==> src/iap_cfg.svh <==
`ifndef IAP_CFG_SVH
`define IAP_CFG_SVH

// ----------------------------------------------------------------
// Register bus
// ----------------------------------------------------------------
`define IAP_AXI_AW 12
`define IAP_RESP_OKAY 2'h0
`define IAP_RESP_SLVERR 2'h2

// ----------------------------------------------------------------
// Register indices, byte address is four times the index
// ----------------------------------------------------------------
`define IAP_IDX_ANA_CTRL 8'h40
`define IAP_IDX_ANA_OFF 8'h41
`define IAP_IDX_ANA_VAL 8'h42
`define IAP_IDX_BUS_CTRL 8'h48
`define IAP_IDX_ADDR_LO 8'h49
`define IAP_IDX_ADDR_HI 8'h4a
`define IAP_IDX_BYTE0 8'h4b
`define IAP_IDX_BYTE1 8'h4c
`define IAP_IDX_BYTE2 8'h4d
`define IAP_IDX_BYTE3 8'h4e
`define IAP_IDX_NONE 8'hff

// ----------------------------------------------------------------
// Field positions
// ----------------------------------------------------------------
`define IAP_ANA_SEL_MSB 4
`define IAP_ANA_SEL_LSB 2
`define IAP_ANA_STEP_BIT 1
`define IAP_ANA_DIR_BIT 0
`define IAP_BUS_SEL_MSB 4
`define IAP_BUS_SEL_LSB 3
`define IAP_BUS_STEP_BIT 2
`define IAP_BUS_RD_BIT 1
`define IAP_BUS_EN_BIT 0

// ----------------------------------------------------------------
// Codes, steps and reset values
// ----------------------------------------------------------------
`define IAP_ANA_RX 3'h4
`define IAP_ANA_TX 3'h5
`define IAP_BUS_RXC 2'h0
`define IAP_ANA_INC 8'h01
`define IAP_STEP_RXC 16'h0004
`define IAP_STEP_OTHER 16'h0001
`define IAP_RST_REG 8'h00

`endif

==> src/iap_pkg.sv <==
`include "iap_cfg.svh"
`default_nettype none

package iap_pkg;

  typedef enum logic [1:0] {
    S_IDLE = 2'h0,
    S_ANA = 2'h1,
    S_RRSP = 2'h3,
    S_WRSP = 2'h2
  } iap_st_t;

  typedef enum logic [1:0] {
    P_IDLE = 2'h0,
    P_SETUP = 2'h1,
    P_ACCESS = 2'h3
  } iap_pst_t;

  typedef struct packed {
    iap_st_t st;
    logic awready;
    logic wready;
    logic arready;
    logic bvalid;
    logic rvalid;
    logic [1:0] bresp;
    logic [1:0] rresp;
    logic [31:0] rdata;
    logic aw_got;
    logic w_got;
    logic [`IAP_AXI_AW-1:0] waddr;
    logic [7:0] wdata;
    logic wen;
    logic [2:0] ana_sel;
    logic ana_step;
    logic ana_dir;
    logic [7:0] ana_off;
    logic [7:0] ana_val;
    logic ana_req;
    logic ana_wr;
    logic [1:0] bus_sel;
    logic bus_step;
    logic bus_rd;
    logic bus_en;
    logic [15:0] bus_addr;
    logic [31:0] bus_word;
    logic bus_wr_pend;
    logic bus_act;
    logic bus_opwr;
  } iap_top_st_t;

  typedef struct packed {
    iap_pst_t st;
    logic psel;
    logic penable;
    logic pwrite;
    logic [15:0] paddr;
    logic [31:0] pwdata;
    logic [1:0] ptarget;
    logic done;
    logic [31:0] rdata;
  } iap_mst_st_t;

endpackage

`default_nettype wire

==> src/iap_bus_if.sv <==
`default_nettype none

interface iap_bus_if;
  logic req;
  logic wr;
  logic [1:0] target;
  logic [15:0] addr;
  logic [31:0] wdata;
  logic done;
  logic [31:0] rdata;

  modport ctrl (output req, wr, target, addr, wdata, input done, rdata);
  modport mst (input req, wr, target, addr, wdata, output done, rdata);
endinterface

`default_nettype wire

==> src/iap_apb_mst.sv <==
`include "iap_cfg.svh"
`default_nettype none

module iap_apb_mst (
  input wire logic clk,
  input wire logic rst,
  iap_bus_if.mst bus,
  output logic psel,
  output logic penable,
  output logic pwrite,
  output logic [15:0] paddr,
  output logic [31:0] pwdata,
  output logic [1:0] ptarget,
  input wire logic [31:0] prdata,
  input wire logic pready
);

  iap_pkg::iap_mst_st_t s;
  iap_pkg::iap_mst_st_t n;

  // ----------------------------------------------------------------
  // Transfer sequencer
  // ----------------------------------------------------------------
  // Request fields are latched at the request so that software may
  // reprogram the port while a transfer is on the bus.
  always_comb begin
    n = s;
    n.done = 1'b0;
    case (s.st)
      iap_pkg::P_IDLE: begin
        if (bus.req) begin
          n.psel = 1'b1;
          n.pwrite = bus.wr;
          n.paddr = bus.addr;
          n.pwdata = bus.wdata;
          n.ptarget = bus.target;
          n.st = iap_pkg::P_SETUP;
        end
      end
      iap_pkg::P_SETUP: begin
        n.penable = 1'b1;
        n.st = iap_pkg::P_ACCESS;
      end
      iap_pkg::P_ACCESS: begin
        if (pready) begin
          n.psel = 1'b0;
          n.penable = 1'b0;
          n.done = 1'b1;
          if (!s.pwrite) begin
            n.rdata = prdata;
          end
          n.st = iap_pkg::P_IDLE;
        end
      end
      default: begin
        n.st = iap_pkg::P_IDLE;
      end
    endcase
    if (rst) begin
      n = '0;
    end
  end

  always_ff @(posedge clk) begin
    s <= n;
  end

  assign psel = s.psel;
  assign penable = s.penable;
  assign pwrite = s.pwrite;
  assign paddr = s.paddr;
  assign pwdata = s.pwdata;
  assign ptarget = s.ptarget;
  assign bus.done = s.done;
  assign bus.rdata = s.rdata;

endmodule // iap_apb_mst

`default_nettype wire

==> src/iap_top.sv <==
// Behaviour
// - Analog target 000 off, 100 receiver, 101 transmitter, others reserved.
// - Analog offset steps by one after each completed indirect access.
// - Direction bit 0 makes value accesses writes, 1 makes them reads.
// - An 8-bit offset addresses the register inside the analog block.
// - Writing the value register launches an indirect write of the byte.
// - Reading the value register returns the selected analog register.
// - Bus target 00 controller, 01 SRAM, 10 config, 11 die identity.
// - Bus auto-increment steps by 4 for controller, 1 for others.
// - Read-start bit begins a bus read, fills bytes, self-clears.
// - Bus transfers only while enabled; target follows the target field.
// - Bus address is 16 bits, low byte and high byte registers.
// - Data word bytes 0 and 1 are readable and writable registers.
// - Data word bytes 2 and 3 complete the 32-bit transfer value.
`include "iap_cfg.svh"
`default_nettype none

module iap_top (
  input wire logic REF_CLK,
  input wire logic RST,
  // AXI4-Lite register slave
  input wire logic AWVALID,
  output logic AWREADY,
  input wire logic [`IAP_AXI_AW-1:0] AWADDR,
  input wire logic WVALID,
  output logic WREADY,
  input wire logic [31:0] WDATA,
  input wire logic [3:0] WSTRB,
  output logic BVALID,
  input wire logic BREADY,
  output logic [1:0] BRESP,
  input wire logic ARVALID,
  output logic ARREADY,
  input wire logic [`IAP_AXI_AW-1:0] ARADDR,
  output logic RVALID,
  input wire logic RREADY,
  output logic [31:0] RDATA,
  output logic [1:0] RRESP,
  // Analog register blocks
  output logic ANA_REQ,
  output logic ANA_WRITE,
  output logic ANA_TARGET,
  output logic [7:0] ANA_OFFSET,
  output logic [7:0] ANA_WDATA,
  input wire logic [7:0] ANA_RDATA,
  input wire logic ANA_ACK,
  // Peripheral bus master
  output logic PSEL,
  output logic PENABLE,
  output logic PWRITE,
  output logic [15:0] PADDR,
  output logic [31:0] PWDATA,
  output logic [1:0] BUS_TARGET,
  input wire logic [31:0] PRDATA,
  input wire logic PREADY
);

  iap_pkg::iap_top_st_t s;
  iap_pkg::iap_top_st_t n;
  iap_bus_if bus_if ();
  logic wr_ok;
  logic launch;

  // ----------------------------------------------------------------
  // Decoding helpers
  // ----------------------------------------------------------------
  // Addresses above the register window fold onto an unmapped index.
  function automatic logic [7:0] reg_idx(
    input logic [`IAP_AXI_AW-1:0] a
  );
    logic [7:0] idx;
    idx = `IAP_IDX_NONE;
    if (a[`IAP_AXI_AW-1:10] == '0) begin
      idx = a[9:2];
    end
    return idx;
  endfunction

  function automatic logic is_reg(input logic [7:0] idx);
    logic hit;
    hit = 1'b0;
    case (idx)
      `IAP_IDX_ANA_CTRL, `IAP_IDX_ANA_OFF, `IAP_IDX_ANA_VAL,
      `IAP_IDX_BUS_CTRL, `IAP_IDX_ADDR_LO, `IAP_IDX_ADDR_HI,
      `IAP_IDX_BYTE0, `IAP_IDX_BYTE1, `IAP_IDX_BYTE2,
      `IAP_IDX_BYTE3: begin
        hit = 1'b1;
      end
      default: begin
        hit = 1'b0;
      end
    endcase
    return hit;
  endfunction

  // Only the two documented block codes reach an analog block
  function automatic logic ana_ok(input logic [2:0] sel);
    return (sel == `IAP_ANA_RX) || (sel == `IAP_ANA_TX);
  endfunction

  function automatic logic [15:0] bus_inc(input logic [1:0] sel);
    logic [15:0] step;
    step = `IAP_STEP_OTHER;
    if (sel == `IAP_BUS_RXC) begin
      step = `IAP_STEP_RXC;
    end
    return step;
  endfunction

  function automatic iap_pkg::iap_top_st_t put_ana_ctrl(
    input iap_pkg::iap_top_st_t r,
    input logic [7:0] d
  );
    iap_pkg::iap_top_st_t q;
    q = r;
    q.ana_sel = d[`IAP_ANA_SEL_MSB:`IAP_ANA_SEL_LSB];
    q.ana_step = d[`IAP_ANA_STEP_BIT];
    q.ana_dir = d[`IAP_ANA_DIR_BIT];
    return q;
  endfunction

  // The read-start bit is only ever set here, so a completing read in
  // the same cycle cannot swallow a new start.
  function automatic iap_pkg::iap_top_st_t put_bus_ctrl(
    input iap_pkg::iap_top_st_t r,
    input logic [7:0] d
  );
    iap_pkg::iap_top_st_t q;
    q = r;
    q.bus_sel = d[`IAP_BUS_SEL_MSB:`IAP_BUS_SEL_LSB];
    q.bus_step = d[`IAP_BUS_STEP_BIT];
    q.bus_rd = r.bus_rd | d[`IAP_BUS_RD_BIT];
    q.bus_en = d[`IAP_BUS_EN_BIT];
    return q;
  endfunction

  function automatic logic [7:0] reg_read(
    input iap_pkg::iap_top_st_t r,
    input logic [7:0] idx
  );
    logic [7:0] v;
    v = 8'h00;
    case (idx)
      `IAP_IDX_ANA_CTRL: v = {3'h0, r.ana_sel, r.ana_step, r.ana_dir};
      `IAP_IDX_ANA_OFF: v = r.ana_off;
      `IAP_IDX_ANA_VAL: v = ana_ok(r.ana_sel) ? r.ana_val : 8'h00;
      `IAP_IDX_BUS_CTRL: begin
        v = {3'h0, r.bus_sel, r.bus_step, r.bus_rd, r.bus_en};
      end
      `IAP_IDX_ADDR_LO: v = r.bus_addr[7:0];
      `IAP_IDX_ADDR_HI: v = r.bus_addr[15:8];
      `IAP_IDX_BYTE0: v = r.bus_word[7:0];
      `IAP_IDX_BYTE1: v = r.bus_word[15:8];
      `IAP_IDX_BYTE2: v = r.bus_word[23:16];
      `IAP_IDX_BYTE3: v = r.bus_word[31:24];
      default: v = 8'h00;
    endcase
    return v;
  endfunction

  // ----------------------------------------------------------------
  // Peripheral bus launch
  // ----------------------------------------------------------------
  // A pending write to a read-only target is dropped at launch as well,
  // in case the target field changed after the write was posted.
  assign wr_ok = s.bus_wr_pend && !s.bus_sel[1];
  assign launch = !s.bus_act && s.bus_en && (wr_ok || s.bus_rd);
  assign bus_if.req = launch;
  assign bus_if.wr = wr_ok;
  assign bus_if.target = s.bus_sel;
  assign bus_if.addr = s.bus_addr;
  assign bus_if.wdata = s.bus_word;

  // ----------------------------------------------------------------
  // Next state
  // ----------------------------------------------------------------
  always_comb begin
    logic [7:0] idx;
    idx = `IAP_IDX_NONE;
    n = s;
    n.awready = 1'b0;
    n.wready = 1'b0;
    n.arready = 1'b0;

    // Channel capture; ready is a one-cycle pulse per item
    if (s.awready && AWVALID) begin
      n.aw_got = 1'b1;
      n.waddr = AWADDR;
    end
    if (s.wready && WVALID) begin
      n.w_got = 1'b1;
      n.wdata = WDATA[7:0];
      n.wen = WSTRB[0];
    end
    if (s.st == iap_pkg::S_IDLE) begin
      n.awready = !s.aw_got && !s.awready && AWVALID;
      n.wready = !s.w_got && !s.wready && WVALID;
      // Writes go first; a read waits until no write is in flight
      n.arready = !s.arready && ARVALID && !AWVALID && !WVALID &&
                  !s.aw_got && !s.w_got && !s.awready && !s.wready;
    end

    // Peripheral bus completion comes before software writes
    if (bus_if.done) begin
      n.bus_act = 1'b0;
      if (s.bus_opwr) begin
        n.bus_wr_pend = 1'b0;
      end else begin
        n.bus_word = bus_if.rdata;
        n.bus_rd = 1'b0;
      end
      if (s.bus_step) begin
        n.bus_addr = s.bus_addr + bus_inc(s.bus_sel);
      end
    end else if (launch) begin
      n.bus_act = 1'b1;
      n.bus_opwr = wr_ok;
    end else if (!s.bus_act && s.bus_wr_pend && s.bus_sel[1]) begin
      n.bus_wr_pend = 1'b0;
    end

    case (s.st)
      iap_pkg::S_IDLE: begin
        if (s.aw_got && s.w_got) begin
          n.aw_got = 1'b0;
          n.w_got = 1'b0;
          idx = reg_idx(s.waddr);
          n.bresp = is_reg(idx) ? `IAP_RESP_OKAY : `IAP_RESP_SLVERR;
          if (s.wen) begin
            case (idx)
              `IAP_IDX_ANA_CTRL: n = put_ana_ctrl(n, s.wdata);
              `IAP_IDX_ANA_OFF: n.ana_off = s.wdata;
              `IAP_IDX_ANA_VAL: n.ana_val = s.wdata;
              `IAP_IDX_BUS_CTRL: n = put_bus_ctrl(n, s.wdata);
              `IAP_IDX_ADDR_LO: n.bus_addr[7:0] = s.wdata;
              `IAP_IDX_ADDR_HI: n.bus_addr[15:8] = s.wdata;
              `IAP_IDX_BYTE0: n.bus_word[7:0] = s.wdata;
              `IAP_IDX_BYTE1: n.bus_word[15:8] = s.wdata;
              `IAP_IDX_BYTE2: n.bus_word[23:16] = s.wdata;
              `IAP_IDX_BYTE3: begin
                n.bus_word[31:24] = s.wdata;
                // Top byte posts the word; read-only targets never get it
                if (s.bus_en && !s.bus_sel[1]) begin
                  n.bus_wr_pend = 1'b1;
                end
              end
              default: n.bresp = `IAP_RESP_SLVERR;
            endcase
          end
          if (s.wen && idx == `IAP_IDX_ANA_VAL && !s.ana_dir &&
              ana_ok(s.ana_sel)) begin
            n.ana_req = 1'b1;
            n.ana_wr = 1'b1;
            n.st = iap_pkg::S_ANA;
          end else begin
            n.bvalid = 1'b1;
            n.st = iap_pkg::S_WRSP;
          end
        end else if (s.arready && ARVALID) begin
          idx = reg_idx(ARADDR);
          if (idx == `IAP_IDX_ANA_VAL && s.ana_dir &&
              ana_ok(s.ana_sel)) begin
            n.ana_req = 1'b1;
            n.ana_wr = 1'b0;
            n.st = iap_pkg::S_ANA;
          end else begin
            n.rdata = {24'h000000, reg_read(s, idx)};
            n.rresp = is_reg(idx) ? `IAP_RESP_OKAY : `IAP_RESP_SLVERR;
            n.rvalid = 1'b1;
            n.st = iap_pkg::S_RRSP;
          end
        end
      end
      iap_pkg::S_ANA: begin
        // The bus answer is held back until the analog block acknowledges
        if (ANA_ACK) begin
          n.ana_req = 1'b0;
          if (s.ana_step) begin
            n.ana_off = s.ana_off + `IAP_ANA_INC;
          end
          if (s.ana_wr) begin
            n.bresp = `IAP_RESP_OKAY;
            n.bvalid = 1'b1;
            n.st = iap_pkg::S_WRSP;
          end else begin
            n.ana_val = ANA_RDATA;
            n.rdata = {24'h000000, ANA_RDATA};
            n.rresp = `IAP_RESP_OKAY;
            n.rvalid = 1'b1;
            n.st = iap_pkg::S_RRSP;
          end
        end
      end
      iap_pkg::S_WRSP: begin
        if (BREADY) begin
          n.bvalid = 1'b0;
          n.st = iap_pkg::S_IDLE;
        end
      end
      iap_pkg::S_RRSP: begin
        if (RREADY) begin
          n.rvalid = 1'b0;
          n.st = iap_pkg::S_IDLE;
        end
      end
      default: begin
        n.st = iap_pkg::S_IDLE;
      end
    endcase

    if (RST) begin
      n = '0;
      n = put_ana_ctrl(n, `IAP_RST_REG);
      n = put_bus_ctrl(n, `IAP_RST_REG);
      n.ana_off = `IAP_RST_REG;
      n.ana_val = `IAP_RST_REG;
      n.bus_addr = {`IAP_RST_REG, `IAP_RST_REG};
      n.bus_word = {4{`IAP_RST_REG}};
    end
  end

  always_ff @(posedge REF_CLK) begin
    s <= n;
  end

  // ----------------------------------------------------------------
  // Peripheral bus master
  // ----------------------------------------------------------------
  iap_apb_mst u_mst (
    .clk(REF_CLK),
    .rst(RST),
    .bus(bus_if.mst),
    .psel(PSEL),
    .penable(PENABLE),
    .pwrite(PWRITE),
    .paddr(PADDR),
    .pwdata(PWDATA),
    .ptarget(BUS_TARGET),
    .prdata(PRDATA),
    .pready(PREADY)
  );

  // ----------------------------------------------------------------
  // Outputs
  // ----------------------------------------------------------------
  assign AWREADY = s.awready;
  assign WREADY = s.wready;
  assign BVALID = s.bvalid;
  assign BRESP = s.bresp;
  assign ARREADY = s.arready;
  assign RVALID = s.rvalid;
  assign RDATA = s.rdata;
  assign RRESP = s.rresp;
  assign ANA_REQ = s.ana_req;
  assign ANA_WRITE = s.ana_wr;
  assign ANA_TARGET = s.ana_sel[0];
  assign ANA_OFFSET = s.ana_off;
  assign ANA_WDATA = s.ana_val;

endmodule // iap_top

`default_nettype wire

==> config.mk <==
export PLATFORM = sky130hd
export DESIGN_NAME = iap_top
export DESIGN_NICKNAME = d
export VERILOG_FILES = /design/src/iap_pkg.sv /design/src/iap_bus_if.sv /design/src/iap_apb_mst.sv /design/src/iap_top.sv
export VERILOG_INCLUDE_DIRS = /design/src /design/src/src
export SDC_FILE = /design/constraint.sdc
export NUM_CORES = 1
export LEC_CHECK = 0
export CAP_MARGIN = 25
export CORE_UTILIZATION = 55
export CTS_BUF_LIST = sky130_fd_sc_hd__clkbuf_16
export CTS_CLUSTER_SIZE = 12
export DETAILED_ROUTE_END_ITERATION = 8
export DONT_BUFFER_PORTS = 1
export GPL_ROUTABILITY_DRIVEN = 0
export GPL_TIMING_DRIVEN = 0
export PLACE_DENSITY = 0.74
export RECOVER_POWER = 50
export SETUP_SLACK_MARGIN = 0.1
export SLEW_MARGIN = 0
export SYNTH_ARGS = -nofsm -noshare
export SYNTH_HDL_FRONTEND = slang
export SYNTH_SLANG_ARGS = --single-unit
==> constraint.sdc <==
create_clock -name REF_CLK -period 5.8 [get_ports REF_CLK]
set_clock_uncertainty 0.1 [all_clocks]
set_input_delay 0 -clock REF_CLK [delete_from_list [all_inputs] [get_ports REF_CLK]]
set_output_delay 0 -clock REF_CLK [all_outputs]
set_load 0.1 [all_outputs]
# Word-level counts from Yosys, hierarchy flattened
# Index checks and enable logic that the tools add are counted.
# word_totals
word_cells	260
input_bits	109
mem_bits_rw	0
latch_bits	0
rom_bits	0
n_memories	0
register_bits	233
output_inout_bits	113
# op_classes
reduce_logical	69
div_mod_pow	0
n_shift	0
eq_ne	47
bitwise	3
n_lt_le_gt_ge	0
addsub	2
mux	100
n_mul	0
# ops
op	count
8-bit by 7-bit equality test with 1-bit output, second input constant	20
8-bit 2-to-1 mux	18
138-bit 2-to-1 mux	1
34-bit 2-to-1 mux	4
53-bit 2-to-1 mux	2
8-bit one-hot mux with 10 select lines	1
36-bit one-hot mux with 2 select lines	1
32-bit 2-to-1 mux	2
16-bit 2-to-1 mux	3
48-bit 2-to-1 mux	1
44-bit 2-to-1 mux	1
2-bit 2-to-1 mux	19
38-bit 2-to-1 mux	1
17-bit one-hot mux with 2 select lines	1
33-bit 2-to-1 mux	1
1-bit 2-to-1 mux	28
28-bit 2-to-1 mux	1
1-bit logical AND	26
2-bit != test, second input constant	12
6-bit AND reduction	4
4-bit AND reduction	5
10-bit OR reduction	2
17-bit 2-to-1 mux	1
16-bit adder	1
other kinds (28)	65

# Logic depth before layout (Yosys ltp)
# depth
depth_word	17
depth_mapped	8
depth_no_buf	8

# Modules after synthesis
# A second synthesis with hierarchy kept.
# unflattened
hier_cells	1272
hier_area_um2	10426.2
# modules_own_cells
module	seq_area_each_um2	instances	area_per_inst_um2	cells_each
iap_top	2342.2	1	6715.2	806
iap_apb_mst	1761.7	1	3711.1	466

# Least setup slack after synthesis
# Ideal clock, no wire load.
# synth_path
kind	flip-flop to flip-flop
from	register s, in the netlist ARREADY
to	register s, in the netlist RDATA[0]
path_stages_with_launch	6
setup_time_ns	0.088
setup_slack_ns	3.279
t_required_ns	5.612
path_buffers	0
period_less_slack_ns	2.521
arrival_time_ns	2.333
cell_sequence	dfxtp_1 -> nand2_1 -> o32a_1 -> a311oi_2 -> o21ai_0 -> o32ai_2
# synth_between
elab_chain_cells	3
# synth_lines
element	line	source
start, declared	iap_top.sv:58	iap_pkg::iap_top_st_t s;
start signal, assigned	iap_top.sv:323	s <= n;
1-bit logical AND	iap_top.sv:259	end else if (s.arready && ARVALID) begin
2-bit by 1-bit != test with 1-bit output (no line)	-	
6-bit AND reduction (no line)	-	
# No other way between the ends.
# A chain may end at the register's enable or synchronous reset.

# Worst setup path in the final report
# layout_path
from	register s, in the netlist WREADY
to	register s[84] (netlist bit)
# layout_between
elab_chain_cells	5
# layout_lines
element	line	source
1-bit logical AND *	iap_top.sv:190	if (s.wready && WVALID) begin
9-bit 2-to-1 mux *	iap_top.sv:190	
138-bit 2-to-1 mux	iap_top.sv:229	if (s.wen) begin
44-bit 2-to-1 mux	iap_top.sv:224	if (s.aw_got && s.w_got) begin
28-bit 2-to-1 mux *	iap_top.sv:222	case (s.st)
# Every way passes the cells marked *; elsewhere a longest branch is shown, timed or not. The select of a mux whose other input is x is not followed.

==> results by group <==
Pwr
  – VDD IR max: 0.000204 V
  – Pwr/cell area: 286 nW/um^2
  – Combinational Power Share: 0.170
  – Pleak: 0.00409 uW
  – Switching portion of total power: 0.310
  – Clock share of power: 0.376
  – Switching power: 1040 uW
  – Int Power: 2310 uW
  – Flop pwr share: 0.454
  – Power Total: 3350 uW

Logic synthesis
  – Seq/Total Area, Yosys: 0.406
  – EDFF count, synth: 0
  – Number of synthesized register bits: 205
  – Synth top area share: 0.406
  – Gate Count Post-Synth: 1259
  – Yosys top cell by area: dfxtp_1
  – Most used flip-flop cell after synthesis: dfxtp_1
  – Synth unique cells: 75
  – Largest cells by area after synthesis: dfxtp_1 (41%), nand2_1 (11%), buf_4 (7.6%)
  – Mapped Avg Cell Area: 8.03 um^2
  – Asr flop ratio synth: 0
  – Mapped Area: ~10000 um^2
  – Ys Warns: 0

Routing
  – First DRT Iteration DRCs: 982
  – Detailed-route via count: 9641
  – Routed WL per cell: around 19 um
  – Remaining antenna violation count: 0
  – DRT Pass-1 Iters: 8
  – Final wirelength: 31.5 mm
  – DRC violations left: 0
  – Via density: approximately 5.9

Floorplanning
  – CORE AREA: 18000 um^2
  – Die Ht: between 100 and 150 um
  – DIE AREA: 18900 um^2
  – # rows: roughly 50
  – Ports: 222
  – Die width: approximately 140 um
  – Initial Util: 0.563

Cells and area
  – Share of layout cells above drive strength 1: 0.0674
  – Final Instance Area: 11700 um^2
  – Commonest cells after routing, fill and taps aside: nand2_1 (287), dfxtp_1 (205), clkbuf_1 (148)
  – Final net count: 1510
  – P&R area growth vs syn: 15.8%
  – Commonest non-fill, non-tap cell in the layout: nand2_1
  – Fill cell count: 1636

GRT
  – Met1 usage: 0.438
  – Largest net degree at the start of global routing: 13
  – GR Util met2: 0.516
  – Number of global-route vias before repair: 8789
  – Grt total ovfl: 0
  – Antenna violations before repair: 1
  – GRT Util Overall: 0.332
  – Gr busiest metal: met2
  – Met3 Use GR: 0.0725
  – First-pass GRT wire length: 47.7 mm

Hold path
  – Worst Hold Class: input port to flip-flop
  – Hold Startpoint: ARADDR[11]

CTS
  – H-tree levels: 1
  – Total CTS buffers: 22
  – Clock-pin slew on the worst setup and hold paths: around 0.060 ns
  – CTS tree: yes
  – Clk root buf: clkbuf_16
  – Total clock sinks: around 200
  – Resized Gates After CTS: 0
  – Clk Latency, worst-skew pair: 0.51 ns
  – Maximum root-to-sink buffer count: 3

Setup path
  – CP Launch Point: WREADY
  – Worst-path cell chain: and2_0 > clkbuf_1 > nand2_1 > dlygate4sd3_1 > a21oi_1 > dlygate4sd3_1
  – FF-to-FF setup slack: ~2.6 ns
  – CP Capture Type: flip-flop
  – CP Launch Type: flip-flop
  – WS Path Type: flip-flop to flip-flop
  – WP data required: 6.15 ns
  – WP buf/inv: 3
  – Cell mode on critical path: dlygate4sd3_1
  – Worst r2r src: WREADY
  – Slowest-stage cell, CP: dfxtp_1
  – Data arrival, critical path: 3.53 ns
  – CP max FO: 10
  – Top Family by Delay on Critical Path: buffers and inverters
  – Largest stage delay, worst path: 1.02 ns

Timing
  – Post-route clock period utilization: 0.548
  – Unrepaired setup endpoints after global routing: no
  – Setup_tns: 0 ns
  – Final Setup Violations: 0
  – Final Hold Viols: 0
  – Max Slew Vio Count: 0
  – Rel. slew slack: 0.211
  – Worst-Margin Slew: approximately 1.2 ns
  – FMAX: 0.314 GHz
  – Min Tclk post-route: around 3.2 ns

Placed design
  – Placed inst area: 10500 um^2
  – Port bufs: 0
  – DP HPWL: 22.0 mm

Status
  – Outcome: finished, final reports clean

Run
  – Max Cap Viol: 0
## logic make-up (layout without fill, tap and decap cells)
kind of cell / after synthesis / after routing / synth area share
xor+xnor: 14 / 14 / 0.0121
flops: 205 / 205 / 0.406
other cells: 1 / 27 / 0.000371
compound gates: 286 / 286 / 0.187
simple gates: 495 / 495 / 0.222
buf+inv: 210 / 335 / 0.120
mux: 43 / 43 / 0.0465
fa+ha+maj: 5 / 5 / 0.00594
## cells in the mapped netlist, types with 8 or more instances
cell type  count
nand2_1      287
a22oi_1       11
mux2i_1       38
clkbuf_1      69
nand3_1       17
a311oi_1      22
dfxtp_1      205
and2_1        10
buf_4        103
xnor2_1       11
buf_2         11
nor4_1         8
nor3_1         9
o21ai_0       18
a211oi_1      40
nor2_1        95
inv_1         18
a21oi_1      129
## stage by stage
| stage | hold WS, ns | util | std cells | worst slack (ns) |
|---|---|---|---|---|
| floorplan | 0.00332 | - | 1284 | 3.28 |
| global route | 0.0353 | 0.651 | 1638 | 2.53 |
| finish | 0.0179 | 0.652 | 1639 | 2.62 |
| CTS | 0.00156 | 0.669 | 1638 | 2.75 |
| global placement | 0.0141 | 0.584 | 1513 | 2.76 |
| detailed placement | 0.0204 | 0.585 | 1514 | 2.87 |
## worst register-to-register path: stages, from the launching register on
cell and delay, ns:
dfxtp_1 1.02, and2_0 0.24, clkbuf_1 0.39, nand2_1 0.11, dlygate4sd3_1 0.58, a21oi_1 0.12
dlygate4sd3_1 0.56
## path summary, 6_finish.rpt
path | endpoint | cells past startpoint
worst max-delay path | s[84] | 6
worst min-delay path | RRESP[1] | 5
worst max register to register | s[84] | 6
worst min register to register | u_mst.paddr[2] | 2
## metal layers
layer / routed length (um) / share of wire
met5: 13 / 0.00041
met4: 1280 / 0.041
met3: 3270 / 0.10
met2: 14100 / 0.45
met1: 12800 / 0.41
## timing repair
| item | in CTS | in global routing |
|---|---|---|
| hold buffers | 88 | 0 |
| hold endpoints to repair | 90 | 0 |
| endpoints found under the setup margin | 0 | 0 |
| buffers inserted | 0 | 0 |
## area by class of cell
class                   count  area [um^2]  area share
diodes                      1         2.50    0.000214
flip-flops and latches    205         4100       0.351
clock inverters            13         51.3     0.00438
inverters                  18         67.6     0.00577
well taps                 229          287      0.0245
multi-input cells         869         4870       0.416
repair buffers             89          888      0.0759
plain buffers             192          855      0.0730
clock buffers              23          576      0.0492
## flip-flops by register name, indices dropped and copies added (netlist names), 2 cells and up
signal           cells
u_mst.bus.rdata     32
u_mst.s              2
RDATA                8
ANA_WDATA            8
bus_if.target        2
ANA_OFFSET           8
bus_if.wdata        32
u_mst.pwdata        32
bus_if.addr         16
u_mst.ptarget        2
s                   33
u_mst.paddr         16
## power by group through the flow
stage                     registers, uW  logic, uW  clock network (uW)
after floorplan                    1540        417                   0
after global placement             1550        503                   0
after detailed placement           1550        506                   0
after CTS                          1520        561                1260
after global routing               1520        599                1320
final                              1520        569                1260
Power figures use the tool's default switching activity.
